[src/rtl/bitpump_consts.svh]
// Purpose: Offsets, field positions, reset values and counts for the bit pump serial port.
// Assumes: Included by bare name from the design files.
// Notes:   Definitions only.
`ifndef BITPUMP_CONSTS_SVH
`define BITPUMP_CONSTS_SVH

// ****************************************************************
// Register map
// ****************************************************************
`define AUX_CMD_ADDR       8'hF3
`define LANE_STATUS_ADDR   8'hF4
`define AUX_CMD_RESET      8'h00

// ****************************************************************
// Command register fields
// ****************************************************************
`define RX_TAP_EN_BIT      0
`define RX_AUX_SEL_BIT     1
`define ZBIT_MODE_BIT      2
`define TX_INS_EN_LSB      3
`define TX_INS_EN_MSB      5

// ****************************************************************
// Status register fields
// ****************************************************************
`define STAT_ALIGN_LSB     0
`define STAT_ALIGN_MSB     2
`define STAT_EMPTY_LSB     3
`define STAT_EMPTY_MSB     5

// ****************************************************************
// Structure and timing counts
// ****************************************************************
`define LINE_CHANNELS      3
`define SYMBOL_BITS        2
`define SYM_FIFO_DEPTH     32
`define PIN_SYNC_WIDTH     4
`define PAYLOAD_BYTE_BITS  4'h8

`endif

[src/rtl/bitpump_pkg.sv]
// Purpose: Types shared by the bit pump serial port modules.
// Assumes: Nothing beyond the standard language.
// Notes:   Constants live in bitpump_consts.svh.
package bitpump_pkg;

  typedef enum logic [2:0]
  {
    ST_IDLE = 3'b001,
    ST_BYTE = 3'b010,
    ST_ZBIT = 3'b100
  } strobe_state_t;

  typedef logic [1:0] dibit_t;

endpackage

[src/rtl/sym_if.sv]
// Purpose: Carrier for transmit symbols between the symbol FIFO and a line lane.
// Assumes: Both ends run on the same clock.
// Notes:   A symbol moves when valid and ready are both high.
`timescale 1ns/1ps
interface sym_if;
  logic       valid;
  logic       ready;
  logic [1:0] data;

  modport source
  (
    output valid,
    output data,
    input  ready
  );

  modport sink
  (
    input  valid,
    input  data,
    output ready
  );
endinterface

[src/rtl/hdsl_bitpump_serial_port.sv]
// Purpose: Serial port between the channel unit and three 2B1Q bit pumps.
// Assumes: Bit clocks run well below mclk_i and are sampled as ordinary pins.
// Notes:   Each lane finds bit clock edges from its filtered pin level.
//
// Functional notes
// - Three independent lanes, each with own clocks, data and auxiliary signals.
// - Transmit data, strobe, tap and overhead flag change on bit clock rise.
// - Phase clock, receive data and aux input sampled on bit clock fall.
// - Phase clock sampled 0 means sign slot, 1 means magnitude slot.
// - Transmit sign while phase clock low, magnitude while high.
// - Receive sign captured with phase low, magnitude with phase high.
// - Aux input taken only on falls while the insert strobe is high.
// - Sampled aux bits replace normal bits at the scrambler input.
// - Strobe high 8 bit times per selected byte, 1 per Z-bit.
// - Insertion marks either last 40 Z-bits or chosen payload bytes.
// - Descrambler output presented on tap output every bit clock rise.
// - Tap outputs share pins with drop, insert, master sync; enable selects.
// - Select 0: overhead flag marks bits written into receive store.
// - Select 1: overhead flag marks last 40 Z-bits of frame.
// - Reset clears all insert and tap enable bits.
`timescale 1ns/1ps
`include "bitpump_consts.svh"
module hdsl_bitpump_serial_port
  import bitpump_pkg::*;
(
  input  wire logic             mclk_i,
  input  wire logic             reset_n_i,
  input  wire logic [2:0]       bclk_i,
  input  wire logic [2:0]       symbol_phase_clock_i,
  input  wire logic [2:0]       line_rx_serial_i,
  input  wire logic [2:0]       aux_insert_input_i,
  output logic      [2:0]       line_tx_serial_o,
  output logic      [2:0]       aux_insert_strobe_o,
  output logic      [2:0]       descrambled_tap_output_o,
  output logic      [2:0]       rx_overhead_flag_o,
  input  wire logic             shared_drop_i,
  input  wire logic             shared_insert_i,
  input  wire logic             shared_master_frame_sync_i,
  output logic      [2:0]       shared_pin_o,
  input  wire logic [2:0][1:0]  tx_dibit_i,
  input  wire logic [2:0]       tx_dibit_valid_i,
  output logic      [2:0]       tx_dibit_ready_o,
  output logic      [2:0][1:0]  rx_dibit_o,
  output logic      [2:0]       rx_dibit_valid_o,
  input  wire logic [2:0]       tx_pcm_bit_i,
  output logic      [2:0]       scr_in_bit_o,
  output logic      [2:0]       scr_in_valid_o,
  input  wire logic [2:0]       tx_byte_start_i,
  input  wire logic [2:0]       tx_byte_select_i,
  input  wire logic [2:0]       tx_last40_zbit_i,
  input  wire logic [2:0]       rx_descrambled_bit_i,
  input  wire logic [2:0]       rx_fifo_write_i,
  input  wire logic [2:0]       rx_last40_zbit_i,
  input  wire logic [7:0]       reg_addr_i,
  input  wire logic [7:0]       reg_wdata_i,
  input  wire logic             reg_wr_i,
  output logic      [7:0]       reg_rdata_o
);

  // ****************************************************************
  // Command and status registers
  // ****************************************************************
  logic [7:0] aux_output_command;
  logic [2:0] lane_aligned;
  logic [2:0] lane_empty;
  logic       cmd_hit;
  logic       stat_hit;
  logic [7:0] status_word;
  logic [7:0] next_rdata;
  logic       rx_tap_enable;
  logic       rx_aux_select;
  logic       zbit_mode;
  logic [2:0] tx_insert_enable;

  assign cmd_hit          = (reg_addr_i == `AUX_CMD_ADDR);
  assign stat_hit         = (reg_addr_i == `LANE_STATUS_ADDR);
  assign rx_tap_enable    = aux_output_command[`RX_TAP_EN_BIT];
  assign rx_aux_select    = aux_output_command[`RX_AUX_SEL_BIT];
  assign zbit_mode        = aux_output_command[`ZBIT_MODE_BIT];
  assign tx_insert_enable = aux_output_command[`TX_INS_EN_MSB:`TX_INS_EN_LSB];
  assign status_word      = {2'h0, lane_empty, lane_aligned};
  assign next_rdata       = cmd_hit ? aux_output_command :
                            stat_hit ? status_word : 8'h00;

  // Reset empties every enable so no lane inserts or taps until software asks.
  always_ff @(posedge mclk_i or negedge reset_n_i)
  begin
    if (!reset_n_i)
    begin
      aux_output_command <= `AUX_CMD_RESET;
      reg_rdata_o        <= 8'h00;
    end
    else
    begin
      if (reg_wr_i && cmd_hit)
      begin
        aux_output_command <= reg_wdata_i;
      end
      reg_rdata_o <= next_rdata;
    end
  end

  // ****************************************************************
  // Shared pins
  // ****************************************************************
  // Lane 1 sits on the drop pin, lane 2 on insert, lane 3 on master sync.
  assign shared_pin_o[0] = rx_tap_enable ? descrambled_tap_output_o[0] : shared_drop_i;
  assign shared_pin_o[1] = rx_tap_enable ? descrambled_tap_output_o[1] : shared_insert_i;
  assign shared_pin_o[2] = rx_tap_enable ? descrambled_tap_output_o[2] : shared_master_frame_sync_i;

  // ****************************************************************
  // Line lanes
  // ****************************************************************
  for (genvar ch = 0; ch < `LINE_CHANNELS; ch++)
  begin : g_lane
    logic [3:0]    pin_level;
    logic          bclk_s;
    logic          symbol_phase_clock_s;
    logic          line_rx_serial_s;
    logic          aux_s;
    logic          bclk_prev;
    logic          rise_evt;
    logic          fall_evt;
    logic          symbol_phase_clock_last;
    logic          aligned;
    logic          tx_bit;
    logic          mag_hold;
    logic          sign_hold;
    logic          have_sign;
    dibit_t        rx_pair;
    logic          rx_pulse;
    logic          tap_bit;
    logic          ovh_bit;
    logic          scr_bit;
    logic          scr_pulse;
    strobe_state_t st;
    strobe_state_t next_st;
    strobe_state_t launch_st;
    logic [3:0]    cnt;
    logic [3:0]    next_cnt;
    logic [3:0]    launch_cnt;
    logic          start_byte;
    logic          start_z;
    logic          strobe_on;
    logic          sym_start;
    dibit_t        sym_now;

    sym_if u_sym ();

    pin_sync #(.WIDTH(`PIN_SYNC_WIDTH)) u_sync
    (
      .mclk_i    (mclk_i),
      .reset_n_i (reset_n_i),
      .pin_i     ({aux_insert_input_i[ch], line_rx_serial_i[ch],
                   symbol_phase_clock_i[ch], bclk_i[ch]}),
      .level_o   (pin_level)
    );

    sym_fifo #(.WIDTH(`SYMBOL_BITS), .DEPTH(`SYM_FIFO_DEPTH)) u_fifo
    (
      .mclk_i     (mclk_i),
      .reset_n_i  (reset_n_i),
      .in_valid_i (tx_dibit_valid_i[ch]),
      .in_ready_o (tx_dibit_ready_o[ch]),
      .in_data_i  (tx_dibit_i[ch]),
      .out        (u_sym.source)
    );

    assign bclk_s   = pin_level[0];
    assign symbol_phase_clock_s   = pin_level[1];
    assign line_rx_serial_s   = pin_level[2];
    assign aux_s    = pin_level[3];
    assign rise_evt = bclk_s & ~bclk_prev;
    assign fall_evt = ~bclk_s & bclk_prev;

    // The next slot is a new symbol when the last sample showed magnitude.
    assign sym_start   = rise_evt & symbol_phase_clock_last;
    assign u_sym.ready = sym_start;
    assign sym_now     = u_sym.valid ? u_sym.data : 2'h0;

    // Insert strobe sequencing.
    assign start_byte = ~zbit_mode & tx_insert_enable[ch] &
                        tx_byte_start_i[ch] & tx_byte_select_i[ch];
    assign start_z    = zbit_mode & tx_insert_enable[ch] & tx_last40_zbit_i[ch];
    assign launch_st  = start_byte ? ST_BYTE : (start_z ? ST_ZBIT : ST_IDLE);
    assign launch_cnt = start_byte ? (`PAYLOAD_BYTE_BITS - 4'h1) : 4'h0;
    assign strobe_on  = (st != ST_IDLE);

    always_comb
    begin
      next_st  = launch_st;
      next_cnt = launch_cnt;
      unique case (st)
        ST_IDLE, ST_ZBIT:
        begin
          next_st  = launch_st;
          next_cnt = launch_cnt;
        end
        ST_BYTE:
        begin
          if (cnt != 4'h0)
          begin
            next_st  = ST_BYTE;
            next_cnt = cnt - 4'h1;
          end
        end
      endcase
      if (!tx_insert_enable[ch])
      begin
        next_st  = ST_IDLE;
        next_cnt = 4'h0;
      end
    end

    always_ff @(posedge mclk_i or negedge reset_n_i)
    begin
      if (!reset_n_i)
      begin
        bclk_prev <= 1'b0;
        symbol_phase_clock_last <= 1'b1;
        aligned   <= 1'b0;
        tx_bit    <= 1'b0;
        mag_hold  <= 1'b0;
        st        <= ST_IDLE;
        cnt       <= 4'h0;
        tap_bit   <= 1'b0;
        ovh_bit   <= 1'b0;
      end
      else
      begin
        bclk_prev <= bclk_s;
        if (rise_evt)
        begin
          st      <= next_st;
          cnt     <= next_cnt;
          tap_bit <= rx_descrambled_bit_i[ch];
          ovh_bit <= rx_aux_select ? rx_last40_zbit_i[ch] : rx_fifo_write_i[ch];
          if (symbol_phase_clock_last)
          begin
            tx_bit   <= sym_now[1];
            mag_hold <= sym_now[0];
          end
          else
          begin
            tx_bit <= mag_hold;
          end
        end
        if (fall_evt)
        begin
          symbol_phase_clock_last <= symbol_phase_clock_s;
          aligned   <= (symbol_phase_clock_s != symbol_phase_clock_last);
        end
      end
    end

    // Receive pairing and scrambler-input substitution, both on the falling edge.
    always_ff @(posedge mclk_i or negedge reset_n_i)
    begin
      if (!reset_n_i)
      begin
        sign_hold <= 1'b0;
        have_sign <= 1'b0;
        rx_pair   <= 2'h0;
        rx_pulse  <= 1'b0;
        scr_bit   <= 1'b0;
        scr_pulse <= 1'b0;
      end
      else
      begin
        rx_pulse  <= 1'b0;
        scr_pulse <= fall_evt;
        if (fall_evt)
        begin
          scr_bit <= strobe_on ? aux_s : tx_pcm_bit_i[ch];
          if (!symbol_phase_clock_s)
          begin
            sign_hold <= line_rx_serial_s;
            have_sign <= 1'b1;
          end
          else if (have_sign)
          begin
            rx_pair   <= {sign_hold, line_rx_serial_s};
            rx_pulse  <= 1'b1;
            have_sign <= 1'b0;
          end
        end
      end
    end

    assign line_tx_serial_o[ch]         = tx_bit;
    assign aux_insert_strobe_o[ch]      = strobe_on;
    assign descrambled_tap_output_o[ch] = tap_bit;
    assign rx_overhead_flag_o[ch]       = ovh_bit;
    assign rx_dibit_o[ch]               = rx_pair;
    assign rx_dibit_valid_o[ch]         = rx_pulse;
    assign scr_in_bit_o[ch]             = scr_bit;
    assign scr_in_valid_o[ch]           = scr_pulse;
    assign lane_aligned[ch]             = aligned;
    assign lane_empty[ch]               = ~u_sym.valid;
  end

endmodule

[src/rtl/pin_sync.sv]
// Purpose: Three-stage synchroniser with agreement filter for pin inputs.
// Assumes: Inputs are asynchronous to mclk_i.
// Notes:   The filtered value moves only when stages two and three agree.
`timescale 1ns/1ps
module pin_sync
#(
  parameter int WIDTH = 4
)
(
  input  wire logic             mclk_i,
  input  wire logic             reset_n_i,
  input  wire logic [WIDTH-1:0] pin_i,
  output logic      [WIDTH-1:0] level_o
);

  logic [WIDTH-1:0] stage1;
  logic [WIDTH-1:0] stage2;
  logic [WIDTH-1:0] stage3;

  always_ff @(posedge mclk_i or negedge reset_n_i)
  begin
    if (!reset_n_i)
    begin
      stage1  <= '0;
      stage2  <= '0;
      stage3  <= '0;
      level_o <= '0;
    end
    else
    begin
      stage1  <= pin_i;
      stage2  <= stage1;
      stage3  <= stage2;
      level_o <= (stage2 & stage3) | (level_o & (stage2 | stage3));
    end
  end

endmodule

[src/rtl/sym_fifo.sv]
// Purpose: Synchronous FIFO for transmit symbols, flip-flop storage.
// Assumes: Single clock domain.
// Notes:   in_ready_o falls when full, so the writer is held off.
`timescale 1ns/1ps
module sym_fifo
#(
  parameter int WIDTH = 2,
  parameter int DEPTH = 32
)
(
  input  wire logic             mclk_i,
  input  wire logic             reset_n_i,
  input  wire logic             in_valid_i,
  output logic                  in_ready_o,
  input  wire logic [WIDTH-1:0] in_data_i,
  sym_if.source                 out
);

  localparam int PW = $clog2(DEPTH);

  logic [WIDTH-1:0] store [DEPTH];
  logic [PW-1:0]    wr_ptr;
  logic [PW-1:0]    rd_ptr;
  logic [PW:0]      count;
  logic             push;
  logic             pop;

  function automatic logic [PW-1:0] ptr_step(input logic [PW-1:0] p);
    ptr_step = (p == PW'(DEPTH - 1)) ? '0 : p + 1'b1;
  endfunction

  assign in_ready_o = (count != (PW+1)'(DEPTH));
  assign out.valid  = (count != '0);
  assign out.data   = store[rd_ptr];
  assign push       = in_valid_i & in_ready_o;
  assign pop        = out.valid & out.ready;

  always_ff @(posedge mclk_i)
  begin
    if (push)
    begin
      store[wr_ptr] <= in_data_i;
    end
  end

  always_ff @(posedge mclk_i or negedge reset_n_i)
  begin
    if (!reset_n_i)
    begin
      wr_ptr <= '0;
      rd_ptr <= '0;
      count  <= '0;
    end
    else
    begin
      if (push)
      begin
        wr_ptr <= ptr_step(wr_ptr);
      end
      if (pop)
      begin
        rd_ptr <= ptr_step(rd_ptr);
      end
      count <= count + (PW+1)'(push) - (PW+1)'(pop);
    end
  end

endmodule

[config.mk]
export PLATFORM = sky130hd
export DESIGN_NAME = hdsl_bitpump_serial_port
export DESIGN_NICKNAME = d
export VERILOG_FILES = /design/src/rtl/bitpump_pkg.sv /design/src/rtl/sym_if.sv /design/src/rtl/hdsl_bitpump_serial_port.sv /design/src/rtl/pin_sync.sv /design/src/rtl/sym_fifo.sv
export VERILOG_INCLUDE_DIRS = /design/src /design/src/rtl
export SDC_FILE = /design/constraint.sdc
export NUM_CORES = 1
export LEC_CHECK = 0
export ABC_AREA = 1
export BUFFER_PORTS_ARGS = -buffer_cell sky130_fd_sc_hd__buf_4
export CAP_MARGIN = 30
export CORE_MARGIN = 1
export CORE_UTILIZATION = 50
export DETAILED_ROUTE_END_ITERATION = 6
export PLACE_DENSITY = 0.71
export SLEW_MARGIN = 20
export SYNTH_ARGS = -nofsm -noshare
export SYNTH_HDL_FRONTEND = slang
export SYNTH_HIERARCHICAL = 1
export SYNTH_SLANG_ARGS = --single-unit
[constraint.sdc]
create_clock -name mclk_i -period 3.6 [get_ports mclk_i]
set_input_delay 0.18 -clock mclk_i [delete_from_list [all_inputs] [get_ports mclk_i]]
set_output_delay 0.18 -clock mclk_i [all_outputs]
set_load 0.02 [all_outputs]
==> results by group, run 1 <==
Critical path
  – Critical Path Start: g_lane[1].u_fifo/count[3]$_DFF_PN0_
  – Critical R2R Capture: g_lane[1].u_fifo/count[4]$_DFF_PN0_
  – Slowest cell delay on critical path: 0.45 ns
  – Critical path's most frequent cell: ha_1
  – Cell count of the worst reg-to-reg path: 13
  – CP Capture Type: flop
  – Reg2reg setup slack: 0.92 ns
  – Max FO, Critical Path: 8
  – Crit-path cells: inv_1 > ha_1 > nand4_1 > nand2_1 > inv_2 > ha_1 > inv_1 > ha_1 > fa_1 > a21oi_1 > nor2_1 > nor2_1 > xor2_1
  – CP startpoint kind: flop
  – R2R Path Start: g_lane[1].u_fifo/count[3]$_DFF_PN0_
  – WP buf/inv: 3
  – Crit-path leading delay family: adder cells
  – Critical path depth: 13
  – WP data arrival: 3.14 ns
  – End of the critical path: g_lane[1].u_fifo/count[4]$_DFF_PN0_
  – CP max stage cell: fa_1
  – CP Class: flop to flop
  – Critical Path RT: 4.05 ns

STA
  – Final setup vio count: 0
  – Least-Margin Pin Slew: 0.781 ns
  – Fin Setup TNS: 0 ns
  – Worst hold slack: 0.0334 ns
  – Max-slew violations: 0
  – Part of the cycle the worst path needs: 0.745
  – Relative slew slack: 0.479
  – Hold Violations, Final: 0
  – RSZ-0062 raised after global routing: false
  – Final critical-path setup slack: 0.918 ns
  – FMAX: 373 MHz
  – Layout Skew: 0.0191 ns
  – Tmin final: 2.68 ns

Place
  – Dpl hpwl: 24.0 mm
  – Buffers on Ports: 104
  – Worst slack, placed: 0.952 ns
  – Placed Cells: 2261
  – Routability cong.: 0.879

Synthesis
  – Synthesized flop and latch total: 367
  – Post-synth top area share: 0.339
  – FFs w/ async S/R, synth: 0.477
  – Synth Area per Inst: 9.64 um^2
  – Syn_nets: 1884
  – Count leader, synth: nand2_1
  – Top post-synthesis cells by area: edfxtp_1, dfrtp_1, nand2_1
  – Leading area contributor after synthesis: edfxtp_1
  – Synth top cells by count: nand2_1, inv_1, nand3_1, edfxtp_1
  – Top FF cell, synth: edfxtp_1
  – Post-synthesis cell type count: 38
  – Number of flops mapped to enable cells by yosys: 192
  – Share of the yosys chip area belonging to registers: 0.598
  – Cell count after synthesis: 1763
  – Cell Area, Synth: 17000 um^2
  – Synth warn: 6

Floorplan
  – Boundary pin count: 105
  – Core ar.: 33400 um^2
  – Initial Util: 0.508
  – Die X: 186 um
  – Height of the chip: 186 um
  – Die ar.: 34700 um^2
  – Row Count: 67

Clock tree
  – CTS H-tree depth: 2
  – Clock slew at reported path FFs: 0.06 ns
  – Post-CTS resize count: 0
  – Postcts setup bufs: 0
  – CTS Hold Bufs: 36
  – TritonCTS Buffers: 40
  – Worst skew pair latency: 0.53 ns
  – Clock tree from TritonCTS: built
  – CTS root buf: clkbuf_16
  – Clock sink count: 367
  – Clock tree buffer depth: 3

Power
  – Maximum VDD drop: 0.360 mV
  – Cell Pwr Density: 693 nW/um^2
  – Total Power: 13.6 mW
  – Leakage power: 8.95 nW

Job
  – Max Cap Viol: 0

Route
  – Antenna viol nets, final: 0
  – Via count: 12100
  – WL/cell: 15.3 um
  – Final wirelength: 36.2 mm
  – Residual DRC: 0
  – Via density: 5.10
  – Pre-antenna DRT Iters: 5
  – Drt initial violations: 1057

GRT
  – First-pass GRT wire length: 60.2 mm
  – Vias in the first global route: 12200
  – Antenna violations before repair: 0
  – Maximum number of pins on one net before global-route repair: 91
  – Total GRT Usage: 0.214
  – Grt total ovfl: 0

Finish
  – Layout net count: 2012
  – Area grow syn2layout: 15.3%
  – Fillers: 2764
  – Diodes inserted: 0
  – Layout Cells excl Fill: 2371
  – Sequential cell area: 10200 um^2
  – Multi-input logic area: 5350 um^2
  – Ratio of cells with drive above 1 in the final layout: 0.121

Min path
  – Hold_sp: tx_last40_zbit_i[0]
  – Hold WC Path Type: input port to flop
  – Hold depth: 5

Status
  – Status: completed
[worst min path at each step]
stage	to
floorplan	aux_output_command[0]$_DFFE_PN0P_
global placement	g_lane[0].u_fifo/wr_ptr[1]$_DFFE_PN0P_
detailed placement	g_lane[0].u_fifo/wr_ptr[1]$_DFFE_PN0P_
CTS	g_lane[0].st[2]$_DFFE_PN0P_
global route	g_lane[1].st[2]$_DFFE_PN0P_
finish	g_lane[0].st[2]$_DFFE_PN0P_
[sequential cells by signal (all words and copies together) (netlist names), 9 cells and up]
| name | flops |
|---|---|
| g_lane.u_sync/stage2 | 12 |
| g_lane.u_fifo/store | 192 |
| g_lane.cnt | 12 |
| g_lane.u_sync/stage1 | 12 |
| g_lane.u_fifo/rd_ptr | 15 |
| g_lane.u_sync/stage3 | 12 |
| g_lane.st | 9 |
| g_lane.u_sync/level_o | 12 |
| g_lane.u_fifo/count | 18 |
| g_lane.u_fifo/wr_ptr | 15 |
[worst register-to-register path, cell delays in order (launching register included)]
cell and delay (ns):
dfrtp_1 0.38, inv_1 0.08, ha_1 0.17, nand4_1 0.20, nand2_1 0.21, inv_2 0.10
ha_1 0.28, inv_1 0.04, ha_1 0.21, fa_1 0.45, a21oi_1 0.17, nor2_1 0.06
nor2_1 0.11, xor2_1 0.15
[through the flow]
step | cell area (um^2) | utilization
floorplan | 17000 | -
global placement | 17900 | 0.535
detailed placement | 17900 | 0.535
CTS | 19600 | 0.586
global route | 19600 | 0.586
finish | 19600 | 0.586
[placed cells by master (no fill, tap or decap), types with 9 or more instances in the layout]
cell,n
buf_4,106
inv_2,10
nor3_1,21
clkbuf_8,9
nand4_1,16
dfrtp_1,169
dlygate4sd3_1,36
nor2_1,169
clkbuf_1,10
nand2_2,14
a21oi_1,54
nand3_1,194
ha_1,54
o21ai_0,55
inv_1,249
nand2_1,433
edfxtp_1,192
clkbuf_16,42
xor2_1,9
[power by group]
group / internal (mW) / total [mW] / switching [mW] / leakage, nW
clock: 2.45 / 4.07 / 1.62 / 0.658
sequential: 5.01 / 5.58 / 0.565 / 3.88
combinational: 1.37 / 3.94 / 2.57 / 4.41
total: 8.84 / 13.6 / 4.75 / 8.95
[logic make-up after synthesis]
group,share of synthesized area
xor gates and xnor gates,0.00619
and+or+nand+nor,0.221
buffers and inverters,0.0878
muxes,0.00199
adders and majority gates,0.0433
DFF,0.598
AOI/OAI and AO/OA,0.0420
[layer usage]
| metal | vias up | global-route usage | wire, um |
|---|---|---|---|
| met2 | 374 | 0.360 | 17500 |
| met3 | 46 | 0.0355 | 2230 |
| met5 | - | 0 | 0 |
| li1 | 5963 | - | - |
| met1 | 5710 | 0.289 | 16000 |
| met4 | 0 | 0.0534 | 550 |
[layout make-up]
class                           instances  area share
Clock inverter                         14     0.00715
Sequential cell                       367       0.518
Tap cell                              448      0.0286
Clock buffer                           60      0.0612
Timing Repair Buffer                  144      0.0607
Inverter                              264      0.0512
Multi-Input combinational cell       1074       0.273
(Power assumes the default switching activity.)
==> run 2, diff against run 1 <==
--- a/config.mk
+++ b/config.mk
@@ -6,7 +6,7 @@
 export SDC_FILE = /design/constraint.sdc
 export NUM_CORES = 1
 export LEC_CHECK = 0
-export ABC_AREA = 1
+export ABC_AREA = 0
 export BUFFER_PORTS_ARGS = -buffer_cell sky130_fd_sc_hd__buf_4
 export CAP_MARGIN = 30
 export CORE_MARGIN = 1
==> constraint.sdc (replaced) <==
create_clock -name mclk_i -period 2.6 [get_ports mclk_i]
set_input_delay 0.13 -clock mclk_i [delete_from_list [all_inputs] [get_ports mclk_i]]
set_output_delay 0.13 -clock mclk_i [all_outputs]
set_load 0.02 [all_outputs]
==> results by group, run 2 <==
Route
  – Via density: 5.56
  – Drt initial violations: 614
  – Final wirelength: 32.4 mm
  – Pre-antenna DRT Iters: 5
  – Antenna viol nets, final: 0
  – Via count: 9824
  – WL/cell: 18.3 um
  – Residual DRC: 0

Critical path
  – CP max stage cell: fa_1
  – CP Capture Type: flop
  – Critical Path RT: 3.04 ns
  – Max FO, Critical Path: 5
  – CP startpoint kind: flop
  – Crit-path cells: inv_1 > ha_1 > nand4bb_1 > and2_1 > inv_2 > ha_1 > inv_1 > ha_1 > fa_1 > a21oi_1 > nor2_1 > nor2_1 > xnor2_1
  – CP Class: flop to flop
  – Slowest cell delay on critical path: 0.43 ns
  – WP data arrival: 2.87 ns
  – Critical path's most frequent cell: ha_1

STA
  – Part of the cycle the worst path needs: 0.936
  – Least-Margin Pin Slew: 0.690 ns
  – Layout Skew: 0.0131 ns
  – Final setup vio count: 0
  – Max-slew violations: 0
  – Tmin final: 2.43 ns
  – Fin Setup TNS: 0 ns
  – FMAX: 411 MHz
  – Relative slew slack: 0.540
  – Hold Violations, Final: 0
  – RSZ-0062 raised after global routing: false

Synthesis
  – Synth top cells by count: edfxtp_1, dfrtp_1, nor2_1, nand2_1, inv_1
  – Share of the yosys chip area belonging to registers: 0.633
  – Synth Area per Inst: 13.5 um^2
  – Top FF cell, synth: edfxtp_1
  – Cell count after synthesis: 1189
  – Syn_nets: 1310
  – Number of flops mapped to enable cells by yosys: 192
  – Count leader, synth: edfxtp_1
  – Top post-synthesis cells by area: edfxtp_1, dfrtp_1, ha_1
  – Leading area contributor after synthesis: edfxtp_1
  – Post-synthesis cell type count: 57
  – Post-synth top area share: 0.359
  – FFs w/ async S/R, synth: 0.477
  – Synth warn: 6
  – Cell Area, Synth: 16000 um^2
  – Synthesized flop and latch total: 367

GRT
  – Total GRT Usage: 0.202
  – Vias in the first global route: 10200
  – Maximum number of pins on one net before global-route repair: 79
  – First-pass GRT wire length: 52.8 mm
  – Grt total ovfl: 0
  – Antenna violations before repair: 0

Power
  – Leakage power: 7.66 nW
  – Total Power: 18.0 mW
  – Maximum VDD drop: 0.664 mV
  – Cell Pwr Density: 950 nW/um^2

Clock tree
  – Clock tree from TritonCTS: built
  – CTS H-tree depth: 2
  – Clock slew at reported path FFs: 0.06 ns
  – Clock sink count: 367
  – Clock tree buffer depth: 3
  – CTS root buf: clkbuf_16
  – TritonCTS Buffers: 39
  – Worst skew pair latency: 0.52 ns
  – Postcts setup bufs: 0

Status
  – Status: completed

Floorplan
  – Core ar.: 31600 um^2
  – Die X: 181 um
  – Initial Util: 0.509
  – Die ar.: 32800 um^2
  – Row Count: 65
  – Boundary pin count: 105
  – Height of the chip: 181 um

Finish
  – Layout net count: 1457
  – Most frequent cells in the layout: edfxtp_1, dfrtp_1, nor2_1
  – Reg with most FFs: g_lane.u_fifo/store
  – Number of flip-flops in the largest register: 192
  – Final Core Density: 0.599
  – Most common cell after layout, fill and taps aside: edfxtp_1
  – Area grow syn2layout: 17.7%
  – Largest regs: g_lane.u_fifo/store: 192 flops, g_lane.u_fifo/count: 18 flops
  – Diodes inserted: 0
  – Ratio of cells with drive above 1 in the final layout: 0.196

Place
  – Dpl hpwl: 22.3 mm
  – Routability cong.: 0.806
  – Buffers on Ports: 104

Min path
  – Hold WC Path Type: input port to flop

Job
  – Max Cap Viol: 0
run 2: cell count changes in the layout (fill, tap and decap cells not counted), sizes merged, moves of 28 or more:
cell,change
inv,-199
mux2i,+36
mux4,+36
nand2,-355
nand3,-172
nor2,-28
run 2: report_power, final:
part / switching (mW) / total (mW) / internal, mW
Sequential: 0.794 / 7.68 / 6.89
Clock: 2.16 / 5.49 / 3.34
Combinational: 2.53 / 4.78 / 2.24
Total: 5.48 / 18.0 / 12.5
run 2: what timing repair did:
item / CTS / global route
hold endpoints to repair: 104 / 0
endpoints found under the setup margin: 0 / 3
gates resized for setup: 0 / 6
hold buffers: 39 / 0
run 2: per-stage QoR:
stage	setup slack [ns]	cells	hold WS, ns	cell area (um^2)
global route	0.00313	1768	0.0224	18900
finish	0.166	1768	0.0283	18900
detailed placement	0.137	1658	0.197	17200
global placement	0.237	1658	0.191	17200
floorplan	0.0187	1189	-0.166	16000
CTS	0.123	1768	0.0100	18900
run 2: routing by layer:
metal,vias to the layer above,global-route usage,part of all wire
li1,4589,-,-
met2,288,0.344,0.50
met4,0,0.0647,0.026
met1,4882,0.265,0.43
met5,-,0,0
met3,65,0.0337,0.052
run 2: logic make-up (layout without fill, tap and decap cells):
| group | Yosys count | count (layout) | share of synthesized area |
|---|---|---|---|
| AND/OR/NAND/NOR | 362 | 362 | 0.110 |
| adder cells (fa/ha/maj) | 69 | 69 | 0.0543 |
| multiplexers | 98 | 98 | 0.0947 |
| XOR/XNOR | 12 | 12 | 0.00655 |
| buffers and inverters | 128 | 305 | 0.0391 |
| AO/OA/AOI/OAI | 153 | 153 | 0.0624 |
| flip-flops | 367 | 367 | 0.633 |
run 2: worst max-delay path: cells and delay by family (launching register included):
family	cells	cell delay, ns
fa+ha+maj	4	1.09
simple gates	4	0.46
flops	1	0.37
buf+inv	3	0.18
compound gates	1	0.14
xor+xnor	1	0.12
run 2: layout make-up:
class / instances / area, um^2
clock buffers: 60 / 1190
clock inverters: 11 / 105
fillers: 2368 / 12700
inverters: 65 / 244
multi-input cells: 694 / 5290
flip-flops and latches: 367 / 10200
well taps: 402 / 503
repair buffers: 169 / 1410
run 2: final timing paths:
path	from	endpoint	slack, ns	cells past startpoint
setup / recovery	g_lane[1].u_fifo/count[3]$_DFF_PN0_	g_lane[1].u_fifo/count[4]$_DFF_PN0_	0.17	13
hold / removal	tx_dibit_i[5]	g_lane[2].u_fifo/store[22][1]$_DFFE_PP_	0.03	1
setup reg to reg	g_lane[1].u_fifo/count[3]$_DFF_PN0_	g_lane[1].u_fifo/count[4]$_DFF_PN0_	0.17	13
hold reg to reg	g_lane[0].u_sync/stage1[2]$_DFF_PN0_	g_lane[0].u_sync/stage2[2]$_DFF_PN0_	0.35	0
max in group asynchronous	reset_n_i	g_lane[0].u_fifo/wr_ptr[1]$_DFFE_PN0P_	1.64	3
min in group asynchronous	reset_n_i	g_lane[2].u_fifo/wr_ptr[1]$_DFFE_PN0P_	0.17	2
==> run 3, diff against run 2 <==
--- a/config.mk
+++ b/config.mk
@@ -9,7 +9,8 @@
 export ABC_AREA = 0
 export BUFFER_PORTS_ARGS = -buffer_cell sky130_fd_sc_hd__buf_4
 export CAP_MARGIN = 30
-export CORE_MARGIN = 1
+export CORE_ASPECT_RATIO = 0.6
+export CORE_MARGIN = 3
 export CORE_UTILIZATION = 50
 export DETAILED_ROUTE_END_ITERATION = 6
 export PLACE_DENSITY = 0.71
==> results by group, run 3 (synthesis results as in run 2) <==
Finish
  – Most common cell after layout, fill and taps aside: edfxtp_1
  – Most frequent cells in the layout: edfxtp_1, dfrtp_1, nor2_1
  – Final Core Density: 0.597
  – Layout net count: 1460
  – Largest regs: g_lane.u_fifo/store: 192 flops, g_lane.u_fifo/count: 18 flops
  – Number of flip-flops in the largest register: 192
  – Area grow syn2layout: 16.8%
  – Ratio of cells with drive above 1 in the final layout: 0.196
  – Reg with most FFs: g_lane.u_fifo/store
  – Diodes inserted: 0

STA
  – FMAX: 408 MHz
  – Worst hold slack: 0.0269 ns
  – Relative slew slack: 0.569
  – Tmin final: 2.45 ns
  – Layout Skew: 0.0179 ns
  – RSZ-0062 raised after global routing: false
  – Final setup vio count: 0
  – Fin Setup TNS: 0 ns
  – Part of the cycle the worst path needs: 0.942
  – Hold Violations, Final: 0
  – Max-slew violations: 0
  – Least-Margin Pin Slew: 0.647 ns

Critical path
  – Max FO, Critical Path: 5
  – WP data arrival: 2.89 ns
  – CP Class: flop to flop
  – CP startpoint kind: flop
  – CP Capture Type: flop
  – Critical Path RT: 3.05 ns

Floorplan
  – Core ar.: 31400 um^2
  – Height of the chip: 145 um
  – Die ar.: 34400 um^2
  – Boundary pin count: 105
  – Row Count: 50
  – Initial Util: 0.511
  – Die X: 237 um

Job
  – Max Cap Viol: 0

Clock tree
  – CTS H-tree depth: 2
  – Clock tree from TritonCTS: built
  – Worst skew pair latency: 0.52 ns
  – CTS root buf: clkbuf_16
  – TritonCTS Buffers: 35
  – Clock slew at reported path FFs: 0.06 ns
  – Clock tree buffer depth: 3
  – Clock sink count: 367

GRT
  – Vias in the first global route: 9871
  – First-pass GRT wire length: 53.4 mm
  – Antenna violations before repair: 0
  – Grt total ovfl: 0
  – Maximum number of pins on one net before global-route repair: 70
  – Total GRT Usage: 0.197

Route
  – Drt initial violations: 943
  – Residual DRC: 0
  – Final wirelength: 33.4 mm
  – Pre-antenna DRT Iters: 6
  – Via density: 5.51
  – Antenna viol nets, final: 0
  – WL/cell: 18.8 um
  – Via count: 9802

Power
  – Cell Pwr Density: 930 nW/um^2
  – Leakage power: 7.59 nW
  – Maximum VDD drop: 0.529 mV
  – Total Power: 17.4 mW

Place
  – Dpl hpwl: 22.8 mm
  – Buffers on Ports: 104
  – Routability cong.: 0.829

Min path
  – Hold WC Path Type: input port to flop

Status
  – Status: completed
## run 3: metrics by stage
stage          area [um^2]  cells  setup WS, ns
3_3_place_gp         17200   1676         0.209
3_5_place_dp         17200   1676         0.142
2_1_floorplan        16000   1189        0.0187
4_1_cts              18700   1780         0.117
5_1_grt              18700   1780       0.00339
6_report             18700   1780         0.152
## run 3: final cells by class
class                   count  area [um^2]
repair buffers            176         1450
inverters                  65          244
clock inverters            15          116
well taps                 416          520
fillers                  2481        12700
flip-flops and latches    367        10200
clock buffers              47          981
multi-input cells         694         5280
## run 3: worst paths after layout
kind | from | end | slack, ns | depth (start not counted)
hold / removal | tx_dibit_i[3] | g_lane[1].u_fifo/store[17][1]$_DFFE_PP_ | 0.03 | 1
hold reg to reg | g_lane[0].u_sync/stage1[1]$_DFF_PN0_ | g_lane[0].u_sync/stage2[1]$_DFF_PN0_ | 0.35 | 0
max in group asynchronous | reset_n_i | g_lane[1].st[0]$_DFFE_PN1P_ | 1.62 | 3
min in group asynchronous | reset_n_i | g_lane[1].u_sync/stage1[2]$_DFF_PN0_ | 0.18 | 2
setup / recovery | g_lane[2].u_fifo/count[2]$_DFF_PN0_ | g_lane[2].u_fifo/count[4]$_DFF_PN0_ | 0.15 | 13
setup reg to reg | g_lane[2].u_fifo/count[2]$_DFF_PN0_ | g_lane[2].u_fifo/count[4]$_DFF_PN0_ | 0.15 | 13
## run 3: worst max-delay path: stages, from the launching register on
cell,delay (ns)
dfrtp_1,0.35
inv_1,0.06
ha_1,0.21
nand4bb_1,0.12
and2_1,0.18
inv_2,0.08
ha_1,0.28
inv_1,0.04
ha_1,0.20
fa_1,0.43
a21oi_1,0.14
nor2_1,0.05
nor2_1,0.11
xnor2_1,0.12
## run 3: where the power goes
part           internal [mW]  leakage, nW  switching [mW]  total, mW
clock network           2.77        0.542            2.14       4.90
registers               6.88         3.88           0.790       7.67
logic                   2.24         3.17            2.61       4.85
total                   11.9         7.59            5.54       17.4
## run 3: repair_timing
action | in CTS | in global routing
setup endpoints to repair | 0 | 2
endpoints found under the hold margin | 101 | 0
hold buffers | 42 | 0
resized for setup | 0 | 4
buffers inserted | 0 | 0
## run 3: routing by layer
metal,global-route usage,up-vias,routed length (um)
li1,-,4599,-
met1,0.298,4840,15900
met2,0.294,319,14700
met3,0.0443,44,2260
met4,0.0454,0,487
met5,0,-,0
